<file path="src/rtl/bridge_err_pkg.sv">
// constants, field positions and types shared by the bridge error handler
package bridge_err_pkg;

  // ----------------------------------------------------------------
  // register addresses
  // ----------------------------------------------------------------
  localparam logic [31:0] CTL_ADDR   = 32'h2008_0000;
  localparam logic [31:0] FLAG_ADDR  = 32'h2008_0004;
  localparam logic [31:0] BPERR_ADDR = 32'h2008_0008;
  localparam logic [31:0] DMAE_ADDR  = 32'h2008_000C;

  // ----------------------------------------------------------------
  // field positions and reset values
  // ----------------------------------------------------------------
  localparam int          FLAG_MTO    = 7;   // master timeout
  localparam int          FLAG_PAR    = 5;   // remote parity error
  localparam int          FLAG_MEM    = 4;   // main memory error
  localparam int          FLAG_LOST   = 3;   // lost error address
  localparam int          FLAG_NOGNT  = 2;   // no grant timeout
  localparam int          FLAG_DNEM   = 0;   // dma non-existent memory
  localparam logic [7:0]  FLAG_IMPL   = 8'hBD;
  localparam logic [7:0]  FLAG_RESET  = 8'h00;
  localparam int          CTL_PWR     = 15;
  localparam int          DMAE_LO     = 9;   // mapped address bits 28:9
  localparam int          DMAE_HI     = 28;
  localparam int          BPERR_LO    = 9;   // backplane address bits 21:9
  localparam int          BPERR_HI    = 21;

  // ----------------------------------------------------------------
  // timing
  // ----------------------------------------------------------------
  localparam int unsigned CLK_KHZ          = 40000;
  localparam int unsigned NEM_TIME_NS      = 10000;
  localparam int unsigned ACK_TIME_NS      = 10000;
  localparam int unsigned NOGRANT_TIME_US  = 10000;
  localparam int unsigned SETTLE_TIME_NS   = 500;
  localparam int unsigned NEM_CYCLES       = NEM_TIME_NS * CLK_KHZ / 1000000;
  localparam int unsigned ACK_CYCLES       = ACK_TIME_NS * CLK_KHZ / 1000000;
  localparam int unsigned NOGRANT_CYCLES   = NOGRANT_TIME_US * CLK_KHZ / 1000;
  localparam int unsigned SETTLE_CYCLES    = (SETTLE_TIME_NS * CLK_KHZ + 999999) / 1000000;

  // ----------------------------------------------------------------
  // trap encodings
  // ----------------------------------------------------------------
  localparam logic [4:0]  LVL_WRITE_NEM    = 5'h1D;
  localparam logic [7:0]  VEC_WRITE_NEM    = 8'h60;
  localparam logic [7:0]  VEC_POWERFAIL    = 8'h0C;

  // ----------------------------------------------------------------
  // types
  // ----------------------------------------------------------------
  typedef enum logic [1:0] {KIND_DEMAND = 2'h0, KIND_PREFETCH = 2'h1, KIND_INTACK = 2'h2} ref_kind_e;
  typedef enum logic [1:0] {SIZE_BYTE = 2'h0, SIZE_HALF = 2'h1, SIZE_WORD = 2'h2} acc_size_e;
  typedef enum logic [2:0] {ST_IDLE = 3'b001, ST_GRANT = 3'b010, ST_REPLY = 3'b100} ref_state_e;
  typedef enum logic [2:0] {AR_IDLE = 3'b001, AR_GRANT = 3'b010, AR_SETTLE = 3'b100} arb_state_e;

endpackage : bridge_err_pkg

</file>
<file path="src/rtl/bridge_err_if.sv">
// carriers between the error handler and its timers and access checker
`timescale 1ns/1ps

interface timer_if;
  logic run;
  logic expired;
  modport owner (output run, input expired);
  modport timer (input run, output expired);
endinterface : timer_if

interface check_if;
  import bridge_err_pkg::*;
  logic [1:0]  ref_size;
  logic [31:0] reg_addr;
  logic        ref_legal;
  logic [3:0]  reg_hit;   // ctl, flag, bperr, dmae
  modport owner (output ref_size, output reg_addr, input ref_legal, input reg_hit);
  modport check (input ref_size, input reg_addr, output ref_legal, output reg_hit);
endinterface : check_if

</file>
<file path="src/rtl/timeout_timer.sv">
// run-while-high timeout counter; expiry stays high until run drops
`timescale 1ns/1ps

module timeout_timer
  import bridge_err_pkg::*;
#(
  parameter int unsigned LIMIT = 400
)(
  // clock and reset
  input wire logic clock,
  input wire logic rst,
  // owner side
  timer_if.timer   t
);

  localparam int W = $clog2(LIMIT + 1);
  logic [W-1:0] cnt;

  // counter saturates at LIMIT-1 so expired holds high until run drops, never pulsing again
  always_ff @(posedge clock)
  begin
    if (rst || !t.run)
      cnt <= '0;
    else if (cnt != W'(LIMIT - 1))
      cnt <= cnt + W'(1);
  end

  // fires on the LIMIT-th cycle of run
  assign t.expired = t.run && (cnt == W'(LIMIT - 1));

endmodule : timeout_timer

</file>
<file path="src/rtl/access_checker.sv">
// reference size check and register address decode
`timescale 1ns/1ps

module access_checker
  import bridge_err_pkg::*;
(
  check_if.check c
);

  // masked and unmasked words both arrive as word size; mask is not inspected
  assign c.ref_legal  = (c.ref_size == SIZE_WORD);
  assign c.reg_hit[0] = (c.reg_addr == CTL_ADDR);
  assign c.reg_hit[1] = (c.reg_addr == FLAG_ADDR);
  assign c.reg_hit[2] = (c.reg_addr == BPERR_ADDR);
  assign c.reg_hit[3] = (c.reg_addr == DMAE_ADDR);

endmodule : access_checker

</file>
<file path="src/rtl/backplane_bridge_error_handler.sv">
// error detection, timing and reporting of the cpu-to-backplane bridge
`timescale 1ns/1ps

module backplane_bridge_error_handler
  import bridge_err_pkg::*;
#(
  parameter int unsigned NO_GRANT_CYCLES = NOGRANT_CYCLES
)(
  // clock and reset
  input  wire logic        clock,
  input  wire logic        rst,
  // register port
  input  wire logic        reg_strobe,
  input  wire logic        reg_write,
  input  wire logic [31:0] reg_addr,
  input  wire logic [1:0]  reg_size,
  input  wire logic [3:0]  reg_byte_en,
  input  wire logic [31:0] reg_wdata,
  output logic      [31:0] reg_rdata,
  output logic             reg_ack,
  // cpu reference to backplane space
  input  wire logic        ref_start,
  input  wire logic        ref_write,
  input  wire logic [1:0]  ref_kind,
  input  wire logic [1:0]  ref_size,
  input  wire logic [21:0] ref_addr,
  output logic             ref_done,
  output logic             ref_abort,
  output logic             cache_invalidate,
  // backplane mastership and reply
  output logic             bp_request,
  input  wire logic        bp_granted,
  input  wire logic        bp_reply,
  input  wire logic [1:0]  remote_parity_lines,
  // dma side
  input  wire logic        dma_bus_req,
  input  wire logic        dma_ack,
  output logic             dma_grant,
  input  wire logic        mem_error,
  input  wire logic        dma_nem_error,
  input  wire logic [28:0] dma_map_addr,
  // power and housekeeping
  input  wire logic        power_good_line,
  input  wire logic        dc_good_line,
  input  wire logic        cpu_halted,
  input  wire logic        io_reset,
  // error reporting
  output logic             machine_check,
  output logic             bus_exception,
  output logic             host_error_interrupt,
  output logic             dp_interrupt,
  output logic      [7:0]  dp_vector,
  output logic      [4:0]  interrupt_priority_level
);

  // ----------------------------------------------------------------
  // helpers: timers and access checker
  // ----------------------------------------------------------------
  timer_if grant_t ();
  timer_if reply_t ();
  timer_if ack_t ();
  timer_if settle_t ();
  check_if chk ();

  timeout_timer #(.LIMIT(NO_GRANT_CYCLES)) u_grant_timer (.clock(clock), .rst(rst), .t(grant_t));
  timeout_timer #(.LIMIT(NEM_CYCLES))      u_reply_timer (.clock(clock), .rst(rst), .t(reply_t));
  timeout_timer #(.LIMIT(ACK_CYCLES))      u_ack_timer   (.clock(clock), .rst(rst), .t(ack_t));
  timeout_timer #(.LIMIT(SETTLE_CYCLES))   u_settle_timer(.clock(clock), .rst(rst), .t(settle_t));
  access_checker u_check (.c(chk));

  assign chk.ref_size = ref_size;
  assign chk.reg_addr = reg_addr;

  // ----------------------------------------------------------------
  // state
  // ----------------------------------------------------------------
  ref_state_e  st;
  ref_state_e  next_st;
  arb_state_e  ar;
  arb_state_e  next_ar;
  logic        k_write;
  logic [1:0]  k_kind;
  logic [12:0] k_page;
  logic [7:0]  flag;
  logic [19:0] dmae;
  logic [12:0] bperr;
  logic        pg_q;

  // the local cpu bus carries no parity, so nothing here checks or makes it

  // ----------------------------------------------------------------
  // cpu reference sequencing
  // ----------------------------------------------------------------
  wire take       = ref_start && (st == ST_IDLE) && dc_good_line;
  wire bad_ref    = take && !chk.ref_legal;
  wire go         = take && chk.ref_legal;
  wire got        = (st == ST_GRANT) && bp_granted;
  wire grant_to   = (st == ST_GRANT) && !bp_granted && grant_t.expired;
  wire reply_ok   = (st == ST_REPLY) && bp_reply;
  wire reply_to   = (st == ST_REPLY) && !bp_reply && reply_t.expired;
  wire par_err    = reply_ok && !k_write && (remote_parity_lines != 2'h0);
  wire demand_rd  = !k_write && (k_kind == KIND_DEMAND);
  wire prefetch   = !k_write && (k_kind == KIND_PREFETCH);

  assign grant_t.run = (st == ST_GRANT);
  assign reply_t.run = (st == ST_REPLY);

  // next state of the reference sequencer
  always_comb
  begin
    next_st = st;
    case (st)
      ST_IDLE:  if (go) next_st = ST_GRANT;
      ST_GRANT: if (got) next_st = ST_REPLY;
                else if (grant_to) next_st = ST_IDLE;
      ST_REPLY: if (reply_ok || reply_to) next_st = ST_IDLE;
      default:  next_st = ST_IDLE;
    endcase
  end

  // ----------------------------------------------------------------
  // error events
  // ----------------------------------------------------------------
  wire mto_set    = reply_to && (demand_rd || k_write);
  wire par_set    = par_err && (demand_rd || prefetch);
  wire nognt_set  = grant_to && demand_rd;
  wire qb_event   = mto_set || par_set;
  wire qb_free    = !flag[FLAG_MTO] && !flag[FLAG_PAR];
  wire dma_event  = mem_error || dma_nem_error;
  wire dmae_free  = !flag[FLAG_MEM] && !flag[FLAG_DNEM];
  wire lost_set   = (qb_event && !qb_free) || (dma_event && !dmae_free);
  wire ro_write   = reg_strobe && reg_write && (chk.reg_hit[2] || chk.reg_hit[3]);
  wire pwr_fall   = pg_q && !power_good_line;

  // each report output ors its own independent event pulses
  wire next_mc    = bad_ref || (reply_to && demand_rd) || nognt_set
                    || (par_err && demand_rd) || ro_write;
  wire next_bexc  = (bad_ref && !ref_write) || (reply_to && demand_rd);
  wire next_hirq  = (bad_ref && ref_write) || (reply_to && k_write) || pwr_fall;
  wire next_dpint = (reply_to && k_write) || pwr_fall;
  wire next_inval = ((reply_to || grant_to || par_err) && demand_rd) || (par_err && prefetch);
  wire next_abort = reply_to || grant_to || par_err;
  wire next_done  = reply_ok && !par_err;

  // ----------------------------------------------------------------
  // error flags: hardware set beats any clear in the same cycle
  // ----------------------------------------------------------------
  wire [7:0] flag_set;
  wire [7:0] flag_w1c;
  wire       flag_wipe = io_reset || (!dc_good_line && cpu_halted);

  assign flag_set = {mto_set, 1'b0, par_set, mem_error, lost_set, nognt_set, 1'b0, dma_nem_error};
  assign flag_w1c = (reg_strobe && reg_write && chk.reg_hit[1] && reg_byte_en[0])
                    ? reg_wdata[7:0] : 8'h00;

  genvar b;
  generate
    for (b = 0; b < 8; b++)
    begin : g_flag
      always_ff @(posedge clock)
      begin
        if (rst || !FLAG_IMPL[b])
          flag[b] <= FLAG_RESET[b];
        else if (flag_set[b])
          flag[b] <= 1'b1;
        else if (flag_w1c[b] || flag_wipe)
          flag[b] <= 1'b0;
      end
    end
  endgenerate

  // ----------------------------------------------------------------
  // dma grant arbitration
  // ----------------------------------------------------------------
  assign ack_t.run    = (ar == AR_GRANT);
  assign settle_t.run = (ar == AR_SETTLE);

  // a silent withdraw: the ack timeout sets no flag and raises nothing
  always_comb
  begin
    next_ar = ar;
    case (ar)
      AR_IDLE:   if (dma_bus_req && dc_good_line) next_ar = AR_GRANT;
      AR_GRANT:  if (dma_ack) next_ar = AR_IDLE;
                 else if (ack_t.expired) next_ar = AR_SETTLE;
      AR_SETTLE: if (settle_t.expired) next_ar = AR_IDLE;
      default:   next_ar = AR_IDLE;
    endcase
  end

  // ----------------------------------------------------------------
  // register read data
  // ----------------------------------------------------------------
  wire [31:0] ctl_val   = {16'h0000, pg_q, 15'h0000};
  wire [31:0] flag_val  = {24'h000000, flag};
  wire [31:0] bperr_val = {19'h00000, bperr};
  wire [31:0] dmae_val  = {12'h000, dmae};
  wire [31:0] next_rdata = chk.reg_hit[0] ? ctl_val :
                           chk.reg_hit[1] ? flag_val :
                           chk.reg_hit[2] ? bperr_val :
                           chk.reg_hit[3] ? dmae_val : 32'h0000_0000;

  // ----------------------------------------------------------------
  // state, captures and registered outputs
  // ----------------------------------------------------------------
  always_ff @(posedge clock)
  begin
    if (rst)
    begin
      st <= ST_IDLE;
      ar <= AR_IDLE;
      pg_q <= 1'b1;
    end
    else
    begin
      st <= next_st;
      ar <= next_ar;
      pg_q <= power_good_line;
    end
  end

  // reference attributes held for the whole access
  always_ff @(posedge clock)
  begin
    if (rst)
    begin
      k_write <= 1'b0;
      k_kind  <= KIND_DEMAND;
      k_page  <= 13'h0000;
    end
    else if (go)
    begin
      k_write <= ref_write;
      k_kind  <= ref_kind;
      k_page  <= ref_addr[BPERR_HI:BPERR_LO];
    end
  end

  // first error address wins; later ones only mark the loss
  always_ff @(posedge clock)
  begin
    if (rst)
    begin
      bperr <= 13'h0000;
      dmae  <= 20'h00000;
    end
    else
    begin
      if (qb_event && qb_free)
        bperr <= k_page;
      if (dma_event && dmae_free)
        dmae <= dma_map_addr[DMAE_HI:DMAE_LO];
    end
  end

  // reports are one-cycle pulses; vector and level hold until the next trap
  always_ff @(posedge clock)
  begin
    if (rst)
    begin
      machine_check            <= 1'b0;
      bus_exception            <= 1'b0;
      host_error_interrupt     <= 1'b0;
      dp_interrupt             <= 1'b0;
      dp_vector                <= 8'h00;
      interrupt_priority_level <= 5'h00;
      cache_invalidate         <= 1'b0;
      ref_abort                <= 1'b0;
      ref_done                 <= 1'b0;
      bp_request               <= 1'b0;
      dma_grant                <= 1'b0;
      reg_ack                  <= 1'b0;
      reg_rdata                <= 32'h0000_0000;
    end
    else
    begin
      machine_check        <= next_mc;
      bus_exception        <= next_bexc;
      host_error_interrupt <= next_hirq;
      dp_interrupt         <= next_dpint;
      if (next_dpint)
      begin
        dp_vector                <= pwr_fall ? VEC_POWERFAIL : VEC_WRITE_NEM;
        interrupt_priority_level <= LVL_WRITE_NEM;
      end
      cache_invalidate <= next_inval;
      ref_abort        <= next_abort || bad_ref;
      ref_done         <= next_done;
      bp_request       <= (next_st == ST_GRANT);
      dma_grant        <= (next_ar == AR_GRANT);
      reg_ack          <= reg_strobe;
      if (reg_strobe && !reg_write)
        reg_rdata <= next_rdata;
    end
  end

endmodule : backplane_bridge_error_handler

</file>
<file path="config.mk">
export PLATFORM = sky130hd
export DESIGN_NAME = backplane_bridge_error_handler
export DESIGN_NICKNAME = d
export VERILOG_FILES = /design/src/rtl/bridge_err_pkg.sv /design/src/rtl/bridge_err_if.sv /design/src/rtl/timeout_timer.sv /design/src/rtl/access_checker.sv /design/src/rtl/backplane_bridge_error_handler.sv
export SDC_FILE = /design/constraint.sdc
export NUM_CORES = 1
export LEC_CHECK = 0
export BUFFER_PORTS_ARGS = -buffer_cell sky130_fd_sc_hd__buf_2
export CAP_MARGIN = 40
export CELL_PAD_IN_SITES_DETAIL_PLACEMENT = 2
export CELL_PAD_IN_SITES_GLOBAL_PLACEMENT = 2
export CORE_AREA = 3 3 148 150
export CTS_BUF_LIST = sky130_fd_sc_hd__clkbuf_4 sky130_fd_sc_hd__clkbuf_8
export DETAILED_ROUTE_END_ITERATION = 6
export DIE_AREA = 0 0 151 153
export GPL_TIMING_DRIVEN = 1
export PLACE_DENSITY = 0.91
export SKIP_CTS_REPAIR_TIMING = 1
export SLEW_MARGIN = 20
export SYNTH_ARGS = -nofsm -noshare
export SYNTH_HDL_FRONTEND = slang
export SYNTH_HIERARCHICAL = 1
export SYNTH_SLANG_ARGS = --single-unit
export TNS_END_PERCENT = 30
</file>
<file path="constraint.sdc">
create_clock -name clock -period 3.3 [get_ports clock]
set_input_delay 0.33 -clock clock [delete_from_list [all_inputs] [get_ports clock]]
set_output_delay 0.33 -clock clock [all_outputs]
set_load 0.05 [all_outputs]
</file>
==> results of run 1 <==
## sequential cells by signal, summed over array words and instances, names as in the netlist, 2 cells and up
name                cells
u_grant_timer/cnt      19
dp_vector               2
dmae                   20
u_ack_timer/cnt         9
bperr                  13
k_kind                  2
flag                    6
ar                      3
st                      3
k_page                 13
u_reply_timer/cnt       9
u_settle_timer/cnt      5
reg_rdata              20
## cells in the final DEF (no fill, tap or decap), types with 12 or more instances in the layout
| cell | Yosys | layout |
|---|---|---|
| nand2_1 | 83 | 83 |
| mux2i_1 | 32 | 32 |
| nor3_1 | 12 | 12 |
| clkbuf_8 | 0 | 19 |
| a31oi_1 | 15 | 15 |
| a21oi_1 | 63 | 63 |
| buf_2 | 3 | 130 |
| nand4_1 | 13 | 13 |
| conb_1 | 1 | 17 |
| nor2_1 | 64 | 64 |
| buf_4 | 24 | 14 |
| o21ai_0 | 24 | 23 |
| nand3_1 | 22 | 22 |
| dfxtp_1 | 137 | 137 |
| nand2b_1 | 33 | 33 |
## worst paths after layout
check                            start        to  depth (start not counted)
hold / removal         power_good_line      pg_q                          2
hold reg to reg                dmae[4]   dmae[4]                          2
setup / recovery  u_reply_timer/cnt[4]  bperr[2]                          8
setup reg to reg  u_reply_timer/cnt[4]  bperr[2]                          8
## per-layer routing
| metal | vias up | part of all wire | track usage |
|---|---|---|---|
| met4 | 0 | 0.020 | 0.05268 |
| met2 | 134 | 0.50 | 0.3165 |
| met5 | - | 0 | 0 |
| met1 | 2792 | 0.43 | 0.2192 |
| li1 | 2732 | - | - |
| met3 | 28 | 0.054 | 0.04595 |
## cells in the mapped netlist, types with 3 or more instances
library cell    n
dfxtp_1       137
nand2_1        83
nor2_1         64
a21oi_1        63
nand2b_1       33
mux2i_1        32
buf_4          24
clkbuf_1       24
o21ai_0        24
nand3_1        22
a31oi_1        15
nand4_1        13
nor3_1         12
a22oi_1        11
nor4_1         11
or3_1          11
inv_1          10
nor2b_1         9
a222oi_1        7
nand3b_1        7
a31o_2          6
nor3b_1         6
nor4b_1         6
xor2_1          5
and3_1          4
ha_1            4
xnor2_1         4
buf_2           3
o21bai_1        3
## power breakdown
group          internal, W  switching (W)  leakage, nW
Combinational    0.0000898       0.000191         1.58
Clock             0.000789       0.000652        0.196
Sequential         0.00168      0.0000221         1.11
Total              0.00256       0.000866         2.89
## area by class of cell
class,instances,share of cell area
repair buffers,144,0.1011
multi-input cells,521,0.4274
flip-flops and latches,137,0.3670
inverters,10,0.005023
clock inverters,8,0.01641
well taps,275,0.04604
clock buffers,21,0.03700
## stage by stage
stage          hold WS, ns  instance area, um2  worst slack (ns)  cells  power (W)
2_1_floorplan       0.4316                6272            0.8654    722   0.001934
3_3_place_gp        0.4410                7074            0.5913   1087   0.002015
3_5_place_dp        0.4537                7074            0.4785   1087   0.002026
4_1_cts            0.05602                7473            0.4511   1116   0.003470
5_1_grt            0.05925                7473            0.2261   1116   0.003577
6_report           0.08929                7473            0.4570   1116   0.003429
## cell families (layout without fill, tap and decap cells)
group,Yosys count,after routing,synth area share
buf+inv,64,183,0.05599
xor+xnor,9,9,0.01269
other cells,1,17,0.0006037
fa+ha+maj,4,4,0.008057
compound gates,149,149,0.1539
mux,32,32,0.05156
flops,137,137,0.4415
simple gates,310,310,0.2757
==> key figures, run 1 <==
Routing
  – Drt first pass iters: 4
  – Via count: 5686
  – ANT nets after route: 0
  – WL/cell: 18.58 um
  – Total Wirelength: 20740 um
  – Initial DRC Count: 282
  – Drt drc: 0
  – Avg Vias per Cell: 5.095

Logic synthesis
  – Synth warn: 6
  – Top cell type's share of synthesized area: 0.4415
  – Sequential share of the synthesized area: 0.4415
  – Number of synthesized flops with an enable pin: 0
  – Synth Cell Area: 0.006212 mm2
  – Cell taking the most area after synthesis: dfxtp_1
  – Syn Inst Count: 706
  – Synth Flop Type: dfxtp_1
  – Post-synth cell types: about 70
  – Synth top area cells: dfxtp_1 (44%), mux2i_1 (5.2%), a21oi_1 (5.1%), nand2_1 (5.0%), nor2_1 (3.9%)
  – #FFs+latches synth: 137
  – Synth Area per Inst: 8.799 um2
  – Post-synthesis async set-or-reset flop share: 0

GRT
  – Initial antenna violation count: 0
  – Largest net degree at the start of global routing: 84
  – Total grt overflow: 0
  – First-pass GRT wire length: ~33000 um
  – Number of global-route vias before repair: roughly 6.2k
  – GRT Util Overall: 0.1815

Die
  – Die ar.: 0.02310 mm2
  – Die H: 153 um
  – Die X: 151 um
  – Row cnt: 53
  – I/O pin total: just under 200
  – Core ar.: 0.02082 mm2
  – Starting density of the core: 0.2983

Setup path
  – Critical path class: flop to flop
  – Slowest cell on the critical path: nor4b_4
  – Critical Path End Type: flop
  – CP delay by family, top: simple AND/OR/NAND/NOR gates
  – Worst path cell trace: nor4b_4, nand3_2, nor2_1, nor2b_1, o211ai_4, a211oi_4, buf_4, mux2i_1
  – CP peak stage delay: roughly 0.52 ns
  – CP arrival: 3.22 ns
  – Worst setup SP type: flop
  – WP buf/inv: 1
  – Worst EP required: 3.68 ns
  – R2r setup slk: 0.46 ns
  – Max FO, Critical Path: 13

Final layout
  – Fin util: 0.3589
  – Antenna fix cells: 0
  – Share of cells above drive strength 1: 0.2438
  – Final nets: 978
  – # fillers: 2366
  – Syn-to-layout area delta: 20.30%
  – Multi-input logic area: 0.003194 mm2
  – FF/Latch Area: approximately 0.0027 mm2

Placement
  – Gp weighted congestion: ~0.8
  – Placed wire-length estimate: around 15000 um
  – Port Buf Inserts: 131

CTS
  – Worst-path clk slew: 0.08 ns
  – CTS tree: built
  – Root Buffer: clkbuf_8
  – Longest Clk Path Bufs: 2
  – Clk sink count: 137
  – H-tree levels: 4
  – Total clock buffers created by CTS: 17
  – Clock latency on the worst-skew pair: between 0.4 and 0.5 ns

STA
  – Clock skew: 0.01030 ns
  – Setup-failing EPs final: 0
  – Unrepaired setup endpoints after global routing: false
  – Total negative slack: 0 ns
  – Min Tclk post-route: ~2.8 ns
  – Worst slew pin tran: about 0.85 ns
  – Final worst-path cycle share: 0.8615
  – Max Clock Freq: about 350 MHz
  – Final Max Slew Viols: 0
  – Worst slew margin: 0.4354
  – Final Hold Viols: 0

Power
  – LEAKAGE: just under 3 nW
  – VDD IR max: 0.2182 mV
  – Power per cell area: ~460 mW/mm2

Status
  – Status: completed

Run
  – Max Cap Viol: 0

Min path
  – Hold Crit Class: primary input to flop
(Power assumes the default switching activity.)
==> run 2, diff against run 1 <==
==> constraint.sdc (replaced) <==
create_clock -name clock -period 3.3 [get_ports clock]
set_input_delay 0.825 -clock clock [delete_from_list [all_inputs] [get_ports clock]]
set_output_delay 0.825 -clock clock [all_outputs]
set_load 0.05 [all_outputs]
==> key figures, run 2 (synthesized netlist as in run 1, its figures left out) <==
CTS
  – Total clock buffers created by CTS: 17 (unchanged)
  – Clock latency on the worst-skew pair: 0.46 ns (was 0.45 ns)
  – Root Buffer: clkbuf_8 (unchanged)
  – Worst-path clk slew: 0.08 ns (about the same)
  – H-tree levels: 4 (unchanged)
  – Clk sink count: 137 (unchanged)
  – Longest Clk Path Bufs: 2 (unchanged)
  – CTS tree: built (unchanged)

GRT
  – First-pass GRT wire length: 33280 um (was 33470 um)
  – Total grt overflow: 0 (unchanged)
  – GRT Util Overall: 0.1825 (was 0.1815)
  – Initial antenna violation count: 2 (was 0)
  – Number of global-route vias before repair: 6129 (was 6182)
  – Largest net degree at the start of global routing: 63 (was 84)

Placement
  – Placed Instances: 1087 (unchanged)
  – Placed wire-length estimate: 14900 um (was 15190 um)
  – Port Buf Inserts: 131 (unchanged)
  – Gp weighted congestion: 0.7851 (was 0.7800)

Routing
  – Drt drc: 0 (unchanged)
  – ANT nets after route: 0 (unchanged)
  – WL/cell: 19.04 um (was 18.58 um)
  – Initial DRC Count: 307 (was 282)
  – Avg Vias per Cell: 5.133 (was 5.095)
  – Total Wirelength: 21340 um (was 20740 um)
  – Via count: 5754 (was 5686)
  – Drt first pass iters: 5 (was 4)

Setup path
  – Worst EP required: 3.68 ns (about the same)
  – Max FO, Critical Path: 4 (was 13)
  – Worst setup SP type: primary input (was flop)
  – Critical path class: primary input to flop (was flop to flop)
  – Reg2Reg Depth: 8 (unchanged)
  – Reg-to-reg endpoint: bperr[8] (was bperr[2])
  – Critical Path End Type: flop (unchanged)
  – Reg2Reg Launch Point: u_reply_timer/cnt[4] (unchanged)
  – R2r setup slk: 0.59 ns (was 0.46 ns)
  – CP arrival: 3.20 ns (was 3.22 ns)

Final layout
  – Share of cells above drive strength 1: 0.2464 (was 0.2438)
  – Most common cell after layout, fill and taps aside: dfxtp_1 (unchanged)
  – Most frequent cells in the layout: dfxtp_1 (137), buf_2 (130), nand2_1 (83) (unchanged)
  – Syn-to-layout area delta: 20.66% (was 20.30%)
  – Final nets: 978 (unchanged)
  – Final non-filler cell total: 1121 (was 1116)
  – Largest registers: dmae (20), reg_rdata (20), u_grant_timer/cnt (19) (unchanged)

Power
  – Final Power: 0.003468 W (was 0.003429 W)
  – VDD IR max: 0.2170 mV (was 0.2182 mV)
  – LEAKAGE: 2.905 nW (was 2.887 nW)
  – P_int: 0.002548 W (was 0.002563 W)
  – Power per cell area: 462.6 mW/mm2 (was 458.8 mW/mm2)
  – Clock network power share: 0.426 (was 0.420)
  – Sequential share of power: 0.492 (was 0.498)
  – Switching power: 0.0009199 W (was 0.0008661 W)
  – Comb pwr share: 0.082 (about the same)
  – Net Sw Frac: 0.2652 (was 0.2526)

STA
  – Min Tclk post-route: 2.812 ns (was 2.843 ns)
  – Final Hold Viols: 0 (unchanged)
  – Max Clock Freq: 355.6 MHz (was 351.7 MHz)
  – Final Max Slew Viols: 0 (unchanged)
  – Worst slew margin: 0.4349 (was 0.4354)
  – Total negative slack: 0 ns (unchanged)
  – Worst slew pin tran: 0.8459 ns (was 0.8452 ns)
  – Unrepaired setup endpoints after global routing: false (unchanged)
  – Setup-failing EPs final: 0 (unchanged)
  – Final worst-path cycle share: 0.8521 (was 0.8615)
  – Clock skew: 0.01786 ns (was 0.01030 ns)

Die
  – I/O pin total: 198 (unchanged)
  – Die H: 153 um (unchanged)
  – Row cnt: 53 (unchanged)
  – Starting density of the core: 0.2983 (unchanged)
  – Die ar.: 0.02310 mm2 (unchanged)
  – Die X: 151 um (unchanged)
  – Core ar.: 0.02082 mm2 (unchanged)

Status
  – Status: completed (unchanged)

Min path
  – Hold Path Depth: 2 (unchanged)
  – HP Start: reg_rdata[0] (was power_good_line)
  – Hold path endpoint: reg_rdata[0] (was pg_q)
  – Hold Crit Class: flop to flop (was primary input to flop)

Run
  – Max Cap Viol: 0 (unchanged)
==> run 2: changes by cell type in the layout (fill, tap and decap cells not counted) <==
cell,delta
clkbuf_8,+2
clkinv_4,+2
bufinv_16,-1
inv_6,+2
clkinvlp_4,-2
diode_2,+2
==> run 2: per-stage QoR <==
step | hold slack, ns | area [um2] | util | setup slack (ns)
2_1_floorplan | 0.4316 | 6272 | - | 0.3704
3_3_place_gp | 0.4397 | 7074 | 0.3397 | 0.2278
3_5_place_dp | 0.4527 | 7074 | 0.3397 | 0.04634
4_1_cts | 0.4709 | 7491 | 0.3598 | 0.3951
5_1_grt | 0.4946 | 7496 | 0.3600 | 0.2350
6_report | 0.4617 | 7496 | 0.3600 | 0.4881
==> run 2: worst max path at each step <==
stage | depth (start not counted) | slack [ns] | from | endpoint
CTS | 8 | 0.40 | reg_addr[26] | reg_rdata[15]
global placement | 9 | 0.23 | reg_addr[26] | reg_rdata[12]
floorplan | 6 | 0.37 | reg_addr[4] | reg_rdata[12]
global route | 8 | 0.23 | reg_addr[26] | reg_rdata[15]
finish | 8 | 0.49 | reg_addr[26] | reg_rdata[15]
detailed placement | 9 | 0.05 | reg_addr[26] | reg_rdata[3]
==> run 2: power by group through the flow <==
stage	sequential, W	clock [W]	combinational [W]
floorplan	0.00176	0	0.000174
global placement	0.00174	0	0.000273
detailed placement	0.00174	0	0.000281
CTS	0.00171	0.00151	0.000286
global route	0.00171	0.00159	0.000306
finish	0.00171	0.00148	0.000283
==> run 2: metal layers <==
layer / routed length, um / global-route usage / vias up
met2: 10490 / 0.3116 / 137
met4: 546 / 0.06563 / 0
met5: 0 / 0 / -
met3: 930 / 0.03676 / 37
met1: 9374 / 0.2265 / 2830
li1: - / - / 2750
==> run 2: layout make-up <==
| type | count | area [um2] |
|---|---|---|
| inverters | 10 | 37.54 |
| repair buffers | 144 | 755.7 |
| diodes | 2 | 5.005 |
| fillers | 2385 | 13330 |
| clock inverters | 9 | 112.6 |
| multi-input cells | 521 | 3194 |
| well taps | 275 | 344.1 |
| clock buffers | 23 | 304.0 |
| flip-flops and latches | 137 | 2743 |
==> run 2: worst max-delay path: stages <==
cell	delay [ns]
buf_2	0.10
nor4b_1	0.39
nand4_1	0.29
nor4_1	0.52
nand2b_1	0.19
nor4b_1	0.60
a211oi_1	0.13
nor3_1	0.15
